## config.mk

```make
export PLATFORM = sky130hd
export DESIGN_NAME = smt_core
export DESIGN_NICKNAME = d
export VERILOG_FILES = /design/src/hw/smt_pkg.sv /design/src/hw/smt_sync_if.sv /design/src/hw/smt_input_cond.sv /design/src/hw/smt_core.sv
export SDC_FILE = /design/constraint.sdc
export NUM_CORES = 1
export LEC_CHECK = 0
export BUFFER_PORTS_ARGS = -buffer_cell sky130_fd_sc_hd__buf_2
export CAP_MARGIN = 10
export CORE_ASPECT_RATIO = 2
export CORE_MARGIN = 1.5
export CORE_UTILIZATION = 55
export DETAILED_ROUTE_END_ITERATION = 8
export PLACE_DENSITY = 0.8
export SYNTH_ARGS = -nofsm -noshare
export SYNTH_HDL_FRONTEND = slang
export SYNTH_SLANG_ARGS = --single-unit
```

## constraint.sdc

```tcl
create_clock -name clk_in -period 5.3 [get_ports clk_in]
set_input_delay 0.53 -clock clk_in [delete_from_list [all_inputs] [get_ports clk_in]]
set_output_delay 0.53 -clock clk_in [all_outputs]
set_load 0.005 [all_outputs]
```

## src/hw/smt_pkg.sv

```systemverilog
// Summary of operation
// - run flag lags by one extra cycle in synchronous modes only
// - polarity select one inverts that input
// - single acquisition stops counter, clears run
// - repeat acquisition keeps counting, overwrites result
// - timer mode counts while run set
// - timer mode ignores inputs, uses timer clock
// - period match zeroes counter, raises flag
// - codes 0000-0111 are synchronous modes
// - codes 1000-1010 counter modes, rest reserved
// - 24-bit period in three bytes, ones
package smt_pkg;
  // ----------------------------------------------------------------
  // register byte addresses
  // ----------------------------------------------------------------
  localparam logic [7:0] ADDR_CONTROL    = 8'h00;
  localparam logic [7:0] ADDR_STATUS     = 8'h04;
  localparam logic [7:0] ADDR_PERIOD_LOW = 8'h08;
  localparam logic [7:0] ADDR_PERIOD_HIGH = 8'h0C;
  localparam logic [7:0] ADDR_PERIOD_UPPER = 8'h10;
  localparam logic [7:0] ADDR_COUNT      = 8'h14;
  localparam logic [7:0] ADDR_RESULT     = 8'h18;
  // ----------------------------------------------------------------
  // control and status field positions
  // ----------------------------------------------------------------
  localparam int CTRL_MODE_LSB   = 0;
  localparam int CTRL_RUN_BIT    = 4;
  localparam int CTRL_REPEAT_BIT = 5;
  localparam int CTRL_WINDOW_POLARITY_SELECT_BIT   = 6;
  localparam int CTRL_SIGNAL_POLARITY_SELECT_BIT   = 7;
  localparam int CTRL_CLOCK_POLARITY_SELECT_BIT   = 8;
  localparam int STAT_RUN_BIT    = 0;
  localparam int STAT_MATCH_BIT  = 1;
  localparam int STAT_ACQ_BIT    = 2;
  // ----------------------------------------------------------------
  // reset values and sizes
  // ----------------------------------------------------------------
  localparam logic [23:0] PERIOD_RESET = 24'hFFFFFF;
  localparam logic [3:0]  MODE_RESET   = 4'h0;
  localparam int          SYNC_STAGES  = 2;
  // ----------------------------------------------------------------
  // mode codes
  // ----------------------------------------------------------------
  localparam logic [3:0] MODE_TIMER       = 4'h0;
  localparam logic [3:0] MODE_GATED_TIMER = 4'h1;
  localparam logic [3:0] MODE_PERIOD_DUTY = 4'h2;
  localparam logic [3:0] MODE_HIGH_LOW    = 4'h3;
  localparam logic [3:0] MODE_WINDOWED    = 4'h4;
  localparam logic [3:0] MODE_GATED_WIN   = 4'h5;
  localparam logic [3:0] MODE_FLIGHT      = 4'h6;
  localparam logic [3:0] MODE_CAPTURE     = 4'h7;
  localparam logic [3:0] MODE_COUNTER     = 4'h8;
  localparam logic [3:0] MODE_GATED_CNT   = 4'h9;
  localparam logic [3:0] MODE_WIN_CNT     = 4'hA;
endpackage : smt_pkg

```

## src/hw/smt_sync_if.sv

```systemverilog
`timescale 1ns/10ps
`default_nettype none
interface smt_sync_if;
  logic sig_level;   // conditioned signal level
  logic win_level;   // conditioned window level
  logic clk_tick;    // timer clock source rising edge
  logic sig_rise;    // signal rising edge
  logic win_rise;    // window rising edge
  logic win_fall;    // window falling edge
  modport source (output sig_level, win_level, clk_tick, sig_rise,
                  win_rise, win_fall);
  modport sink   (input sig_level, win_level, clk_tick, sig_rise,
                  win_rise, win_fall);
endinterface : smt_sync_if
`default_nettype wire

```

## src/hw/smt_input_cond.sv

```systemverilog
`timescale 1ns/10ps
`default_nettype none
module smt_input_cond
  import smt_pkg::*;
(
  input  wire logic   clk_in,          // system clock
  input  wire logic   reset_in,        // synchronous reset
  input  wire logic   sig_in,          // measured signal pin
  input  wire logic   win_in,          // window pin
  input  wire logic   tclk_in,         // timer clock source pin
  input  wire logic   window_polarity_select_in,         // window polarity select
  input  wire logic   signal_polarity_select_in,         // signal polarity select
  input  wire logic   clock_polarity_select_in,         // clock polarity select
  smt_sync_if.source  cond             // conditioned events
);
  // ----------------------------------------------------------------
  // two-stage synchronisers; first stage feeds only the second
  // ----------------------------------------------------------------
  logic [2:0] stage1;
  logic [2:0] stage2;
  logic [2:0] prev;
  logic [2:0] pol;

  assign pol = {clock_polarity_select_in, window_polarity_select_in, signal_polarity_select_in};

  always_ff @(posedge clk_in)
  begin
    if (reset_in)
    begin
      stage1 <= 3'h0;
      stage2 <= 3'h0;
      prev   <= 3'h0;
    end
    else
    begin
      stage1 <= {tclk_in, win_in, sig_in};
      stage2 <= stage1;
      prev   <= stage2 ^ pol;
    end
  end

  // ----------------------------------------------------------------
  // polarity and edges
  // ----------------------------------------------------------------
  wire [2:0] level = stage2 ^ pol;
  assign cond.sig_level = level[0];
  assign cond.win_level = level[1];
  assign cond.clk_tick  = level[2] & ~prev[2];
  assign cond.sig_rise  = level[0] & ~prev[0];
  assign cond.win_rise  = level[1] & ~prev[1];
  assign cond.win_fall  = ~level[1] & prev[1];
endmodule : smt_input_cond
`default_nettype wire

```

## src/hw/smt_core.sv

```systemverilog
`timescale 1ns/10ps
`default_nettype none
module smt_core
  import smt_pkg::*;
(
  input  wire logic        clk_in,      // 20 MHz clock
  input  wire logic        reset_in,    // synchronous reset, high
  input  wire logic        psel_in,     // apb select
  input  wire logic        penable_in,  // apb enable
  input  wire logic        pwrite_in,   // apb direction
  input  wire logic [7:0]  paddr_in,    // apb byte address
  input  wire logic [31:0] pwdata_in,   // apb write data
  input  wire logic [3:0]  pstrb_in,    // apb byte strobes
  output logic      [31:0] prdata_out,  // apb read data
  output logic             pready_out,  // apb ready
  output logic             pslverr_out, // apb error
  input  wire logic        signal_in,   // measured signal input pin
  input  wire logic        window_in,   // window input pin
  input  wire logic        tclk_in,     // timer clock source pin
  output logic             run_status_out, // run status flag
  output logic             match_out    // period match pulse
);
  // ----------------------------------------------------------------
  // registers
  // ----------------------------------------------------------------
  logic [3:0]  mode;
  logic        run_request_bit;
  logic        repeat_acq;
  logic        window_polarity_select;
  logic        signal_polarity_select;
  logic        clock_polarity_select;
  logic [23:0] period_value;
  logic [23:0] count_value;
  logic [23:0] result;
  logic        match_flag;
  logic        acq_flag;
  logic        run_status_flag;
  logic        run_lag;
  logic        armed;

  smt_sync_if cond ();

  smt_input_cond u_cond (
    .clk_in   (clk_in),
    .reset_in (reset_in),
    .sig_in   (signal_in),
    .win_in   (window_in),
    .tclk_in  (tclk_in),
    .window_polarity_select_in  (window_polarity_select),
    .signal_polarity_select_in  (signal_polarity_select),
    .clock_polarity_select_in  (clock_polarity_select),
    .cond     (cond)
  );

  // ----------------------------------------------------------------
  // bus decode
  // ----------------------------------------------------------------
  wire wr_en  = psel_in & penable_in & pwrite_in;
  wire rd_en  = psel_in & penable_in & ~pwrite_in;
  wire hit_ctrl  = paddr_in == ADDR_CONTROL;
  wire hit_stat  = paddr_in == ADDR_STATUS;
  wire hit_prl   = paddr_in == ADDR_PERIOD_LOW;
  wire hit_prh   = paddr_in == ADDR_PERIOD_HIGH;
  wire hit_pru   = paddr_in == ADDR_PERIOD_UPPER;
  wire hit_cnt   = paddr_in == ADDR_COUNT;
  wire hit_res   = paddr_in == ADDR_RESULT;
  wire mapped    = hit_ctrl | hit_stat | hit_prl | hit_prh | hit_pru
                 | hit_cnt | hit_res;
  wire wr_ctrl   = wr_en & hit_ctrl & pstrb_in[0];
  wire wr_ctrl_hi = wr_en & hit_ctrl & pstrb_in[1];
  wire wr_stat   = wr_en & hit_stat & pstrb_in[0];

  // ----------------------------------------------------------------
  // mode decode
  // ----------------------------------------------------------------
  wire is_counter_mode = (mode == MODE_COUNTER) |
                         (mode == MODE_GATED_CNT) |
                         (mode == MODE_WIN_CNT);
  wire is_sync_mode    = ~mode[3];
  wire is_reserved     = ~is_counter_mode & ~is_sync_mode;

  // counter modes count signal edges without the timer clock
  logic tick;
  logic gate;
  logic acq_done;
  always_comb
  begin
    tick     = 1'b0;
    gate     = 1'b0;
    acq_done = 1'b0;
    case (mode)
      MODE_TIMER:
      begin
        tick = cond.clk_tick;
        gate = 1'b1;
      end
      MODE_GATED_TIMER:
      begin
        tick = cond.clk_tick;
        gate = cond.sig_level;
      end
      MODE_PERIOD_DUTY, MODE_HIGH_LOW, MODE_FLIGHT:
      begin
        tick     = cond.clk_tick;
        gate     = armed;
        acq_done = cond.sig_rise & armed;
      end
      MODE_WINDOWED, MODE_GATED_WIN:
      begin
        tick     = cond.clk_tick;
        gate     = (mode == MODE_WINDOWED) | cond.sig_level;
        acq_done = cond.win_rise & armed;
      end
      MODE_CAPTURE:
      begin
        tick     = cond.clk_tick;
        gate     = 1'b1;
        acq_done = cond.win_rise;
      end
      MODE_COUNTER:
      begin
        tick = cond.sig_rise;
        gate = 1'b1;
      end
      MODE_GATED_CNT:
      begin
        tick = cond.sig_rise;
        gate = cond.win_level;
      end
      MODE_WIN_CNT:
      begin
        tick     = cond.sig_rise;
        gate     = cond.win_level;
        acq_done = cond.win_fall;
      end
      default:
      begin
        tick = 1'b0;
        gate = 1'b0;
      end
    endcase
  end

  wire counting  = run_request_bit & gate & tick & ~is_reserved;
  wire at_period = count_value == period_value;
  wire match_evt = counting & at_period;
  wire acq_evt   = run_request_bit & acq_done & ~is_reserved;
  wire stop_now  = acq_evt & ~repeat_acq;

  // ----------------------------------------------------------------
  // control register
  // ----------------------------------------------------------------
  always_ff @(posedge clk_in)
  begin
    if (reset_in)
    begin
      mode            <= MODE_RESET;
      run_request_bit <= 1'b0;
      repeat_acq      <= 1'b0;
      window_polarity_select            <= 1'b0;
      signal_polarity_select            <= 1'b0;
      clock_polarity_select            <= 1'b0;
    end
    else
    begin
      if (wr_ctrl)
      begin
        mode       <= pwdata_in[CTRL_MODE_LSB +: 4];
        repeat_acq <= pwdata_in[CTRL_REPEAT_BIT];
        window_polarity_select       <= pwdata_in[CTRL_WINDOW_POLARITY_SELECT_BIT];
        signal_polarity_select       <= pwdata_in[CTRL_SIGNAL_POLARITY_SELECT_BIT];
      end
      if (wr_ctrl_hi)
        clock_polarity_select <= pwdata_in[CTRL_CLOCK_POLARITY_SELECT_BIT];
      // hardware stop wins over a same-cycle software set
      if (stop_now)
        run_request_bit <= 1'b0;
      else if (wr_ctrl)
        run_request_bit <= pwdata_in[CTRL_RUN_BIT];
    end
  end

  // ----------------------------------------------------------------
  // period register
  // ----------------------------------------------------------------
  always_ff @(posedge clk_in)
  begin
    if (reset_in)
      period_value <= PERIOD_RESET;
    else
    begin
      if (wr_en & hit_prl & pstrb_in[0])
        period_value[7:0] <= pwdata_in[7:0];
      if (wr_en & hit_prh & pstrb_in[0])
        period_value[15:8] <= pwdata_in[7:0];
      if (wr_en & hit_pru & pstrb_in[0])
        period_value[23:16] <= pwdata_in[7:0];
    end
  end

  // ----------------------------------------------------------------
  // counter, acquisition and flags
  // ----------------------------------------------------------------
  always_ff @(posedge clk_in)
  begin
    if (reset_in)
    begin
      count_value <= 24'h000000;
      result      <= 24'h000000;
      armed       <= 1'b0;
      match_flag  <= 1'b0;
      acq_flag    <= 1'b0;
      match_out   <= 1'b0;
    end
    else
    begin
      if (match_evt)
        count_value <= 24'h000000;
      else if (acq_evt & repeat_acq)
        count_value <= 24'h000000;
      else if (counting)
        count_value <= count_value + 24'h000001;
      if (acq_evt)
        result <= count_value;
      if (~run_request_bit)
        armed <= 1'b0;
      else if (cond.sig_rise | cond.win_rise)
        armed <= 1'b1;
      // set wins over a software clear in the same cycle
      if (match_evt)
        match_flag <= 1'b1;
      else if (wr_stat & pwdata_in[STAT_MATCH_BIT])
        match_flag <= 1'b0;
      if (acq_evt)
        acq_flag <= 1'b1;
      else if (wr_stat & pwdata_in[STAT_ACQ_BIT])
        acq_flag <= 1'b0;
      match_out <= match_evt;
    end
  end

  // ----------------------------------------------------------------
  // run status: synchronous modes see the request late, like their
  // inputs, so the flag is delayed to match
  // ----------------------------------------------------------------
  always_ff @(posedge clk_in)
  begin
    if (reset_in)
    begin
      run_lag         <= 1'b0;
      run_status_flag <= 1'b0;
      run_status_out  <= 1'b0;
    end
    else
    begin
      run_lag <= run_request_bit & ~is_reserved;
      if (is_counter_mode)
        run_status_flag <= run_request_bit;
      else
        run_status_flag <= run_lag;
      run_status_out <= run_status_flag;
    end
  end

  // ----------------------------------------------------------------
  // read path; one wait-free access phase
  // ----------------------------------------------------------------
  // narrow registers sit in the low byte, upper bits read as zero
  function automatic logic [31:0] byte_lane(input logic [7:0] b);
    return {24'h000000, b};
  endfunction : byte_lane

  wire [31:0] ctrl_word = {23'h000000, clock_polarity_select, signal_polarity_select, window_polarity_select, repeat_acq,
                           run_request_bit, mode};
  wire [31:0] stat_word = {29'h00000000, acq_flag, match_flag,
                           run_status_flag};
  wire [31:0] rd_word   =
      hit_ctrl ? ctrl_word :
      hit_stat ? stat_word :
      hit_prl  ? byte_lane(period_value[7:0]) :
      hit_prh  ? byte_lane(period_value[15:8]) :
      hit_pru  ? byte_lane(period_value[23:16]) :
      hit_cnt  ? {8'h00, count_value} :
      hit_res  ? {8'h00, result} : 32'h00000000;

  always_ff @(posedge clk_in)
  begin
    if (reset_in)
    begin
      prdata_out  <= 32'h00000000;
      pready_out  <= 1'b0;
      pslverr_out <= 1'b0;
    end
    else
    begin
      pready_out  <= psel_in & ~penable_in;
      pslverr_out <= psel_in & ~penable_in & ~mapped;
      if (psel_in & ~penable_in & ~pwrite_in)
        prdata_out <= rd_word;
      else if (rd_en & pready_out)
        prdata_out <= 32'h00000000;
    end
  end
endmodule : smt_core
`default_nettype wire

```

==> flow_summary.toml <==
[status]
outcome = "finished, final reports clean"

[floorplan]
core_um2 = 10600
io_pins = 88
std_cell_rows = 53
die_h_um = 151
dieArea_um2 = 11600
die_width_um = 77.0
start_util_pct = 56.8

[clock_network]
cts_hold_buf = 0
ctsHtreeMaxLevel = 4
cts_buffers = 17
clk_latency_ns = 0.42
cts_setup_buffers = 0
ctsResizeCount = 0
path_clk_slew_ns = 0.05
tritoncts = "done"
cts-root-buf = "clkbuf_16"
clock_path_buffers = 2
clock-sinks = 123

[synth]
netlist_area_um2 = 6030
synth_top_family_by_area = "compound AO/OA/AOI/OAI gates"
synth_compound_area_share_pct = 21.4
synthSimpleGateAreaFrac_pct = 19.8
synthArstFlopShare_pct = 0
netlist_top_cells_area = "dfxtp_1 (41%), mux2i_1 (6.0%), nor2_1 (5.0%)"
netlist_instances = 674
synthAdderAreaFrac_pct = 0.208
synth_top_area_cell = "dfxtp_1"
ys_types = 61
yosysWarningCount = 0
synth-xor-area-share_pct = 4.21
synth_top_area_share_pct = 40.8
ys.flop_type = "dfxtp_1"
synthMuxAreaShare_pct = 6.72
synth_seq_area_share_pct = 40.8
synth_edf_count = 0
syn-mean-instance-area_um2 = 8.95
synth-seq-cells = 123

[placed_design]
place_area_um2 = 6280
hpwl_um = 12000
place.port_buffers = 54
place.gp.congestion = 0.970

[finish]
syn_to_final_growth_pct = 14.5
n_fill_cell = 917
final_design_area_no_fill_um2 = 6900
antennaDiodeCount = 0
nets = 753
drive_gt1_share_pct = 16.3

[routing]
vias = 5425
drt_iter0_markers = 509
post_drt_wl_per_cell_um = 20.5
dr.pass1.iters = 5
drt_wl_total_um = 17400
vias_per_cell = 6.38
post-route-drc-count = 0
ant_nets = 0

[setup_path]
ff2ff_setup_slack_ns = 2.40
cp_slowest_stage_delay_ns = 0.87
cp_max_fo = 31
crit_family = "compound AO/OA/AOI/OAI gates"
crit_cells = 6
crit_path_end = "count_value[7]"
cp.required_ns = 5.61
crit_type = "flop to flop"
worstReg2RegStart = "mode[3]"
crit_chain = "inv_1 > a31oi_1 > a31o_1 > nor4_4 > buf_4 > a211oi_1"
reg2reg_to = "count_value[7]"
critical-path-slowest-cell = "a31o_1"
setup.worst_path.start = "mode[3]"
critPathBufInv = 2
reg2reg_depth = 6
cp-end-kind = "flop"
startpoint_type = "flop"
critPathArrivalTime_ns = 3.21

[timing]
fin_skew_ns = 0.0109
worstMarginPinSlew_ns = 1.03
setup_viol = 0
relSlewSlack_pct = 31.1
timing.fmax_mhz = 345
hold_violations = 0
fin_tns_setup_ns = 0
fin_crit_sh_pct = 54.7
rsz0062_at_grt = "no"
slew_viol_final = 0
min_period_ns = 2.90

[pwr]
power.total_mw = 2.22
p_int_mw = 1.74
pwr-share-clk_pct = 54.7
netSwitchingPower_uw = 479
seqPwrFrac_pct = 42.0
ir_drop_uv = 254
p_per_area_nw_per_um2 = 321
comb_power_share_pct = 3.3
switching_share_pct = 21.6
power_leakage_nw = 2.61

[global_routing]
grt_first_pass_wirelength_um = 26800
grt_max_degree = 97
antenna_found_initial = 0
grt.total_usage_pct = 30.1
overflow = 0
first_global_vias = 5108

[min_path]
hold_path.class = "primary input to flop"
hold_start = "window_in"
hold_path_depth = 2

[job]
drv_cap = 0
[metal layers]
| metal | GRT usage [%] | up-vias | wire (µm) |
|---|---|---|---|
| met5 | 0 | - | 0 |
| li1 | - | 2507 | - |
| met1 | 31.7 | 2643 | 6510 |
| met3 | 6.51 | 58 | 798 |
| met4 | 19.5 | 0 | 933 |
| met2 | 53.7 | 217 | 9180 |
[logic make-up after synthesis]
kind of cell / after synthesis
AOI/OAI and AO/OA: 172
xor gates and xnor gates: 29
adders and majority gates: 1
buffers and inverters: 90
DFF: 123
muxes: 39
other: 1
and+or+nand+nor: 219
[worst reg2reg max path, delay by kind of cell, from the launching register on]
| family | cells | cell delay (ns) |
|---|---|---|
| buffers and inverters | 2 | 0.47 |
| AOI/OAI and AO/OA | 3 | 1.56 |
| and+or+nand+nor | 1 | 0.09 |
| DFF | 1 | 0.69 |
[Yosys cell counts (all sizes together) (16+ instances only)]
cell type and n:
nor2b 25, o21ai 17, o31ai 18, mux2i 36, a211oi 32, inv 27
a22oi 20, nand2 18, xor2 24, clkbuf 31, or4 20, nor2 81
a22o 16, a21oi 20, buf 31, a211o 24, dfxtp 123
[placed cells by master, fill, tap and decap left out, types with 6 or more instances in the layout]
cell type  count
nand4_1       13
xor2_1        24
or3_1          6
nand3_1       10
clkbuf_16     17
nor2_1        80
conb_1         8
inv_1         27
dfxtp_1      123
o21ai_0       16
or4_1         20
buf_2         54
a22oi_1       20
a22o_1        16
nand2_1       18
a21oi_1       20
and2_1         8
a211oi_1      29
mux2i_1       36
nor4_1         8
o31ai_1       17
nor2b_1       25
buf_4          8
a211o_1       24
[stage by stage]
step	hold WS (ns)	instances	setup WS (ns)	utilization [%]
final	0.325	850	2.40	65.0
after global routing	0.320	850	2.25	65.0
after CTS	0.319	850	2.44	65.0
after detailed placement	0.425	818	2.40	59.2
after global placement	0.419	818	2.50	59.2
after floorplan	0.414	681	2.99	-
[power groups by stage]
| stage | Clock [mW] | Combinational, mW | Sequential [mW] |
|---|---|---|---|
| 6_report | 1.21 | 0.0740 | 0.930 |
| 5_1_grt | 1.26 | 0.0802 | 0.930 |
| 4_1_cts | 1.21 | 0.0725 | 0.930 |
| 3_5_place_dp | 0 | 0.0724 | 0.950 |
| 3_3_place_gp | 0 | 0.0700 | 0.950 |
| 2_1_floorplan | 0 | 0.0515 | 0.950 |
[area by class of cell]
| class | instances | area (µm²) | share of cell area (%) |
|---|---|---|---|
| clock buffer | 21 | 480 | 6.96 |
| clock inverter | 11 | 141 | 2.05 |
| inverter | 28 | 105 | 1.52 |
| multi-input combinational | 468 | 3210 | 46.5 |
| sequential | 123 | 2460 | 35.7 |
| tap | 137 | 171 | 2.48 |
| timing repair buffer | 62 | 330 | 4.79 |
[how the worst min path moves through the flow]
| stage | to | slack [ns] |
|---|---|---|
| 3_5_place_dp | u_cond.stage2[0] | 0.43 |
| 2_1_floorplan | u_cond.stage2[0] | 0.41 |
| 4_1_cts | u_cond.stage1[1] | 0.32 |
| 3_3_place_gp | u_cond.stage2[2] | 0.42 |
| 5_1_grt | u_cond.stage1[1] | 0.32 |
| 6_report | u_cond.stage1[1] | 0.32 |
[state kept, by name, indices dropped and copies added, names as in the netlist, 3 cells and up]
register       cells
period_value      24
u_cond.stage1      3
result            24
u_cond.prev        3
u_cond.stage2      3
mode               4
prdata_out        24
count_value       24
Note: power is estimated with default switching activity, not from simulation.
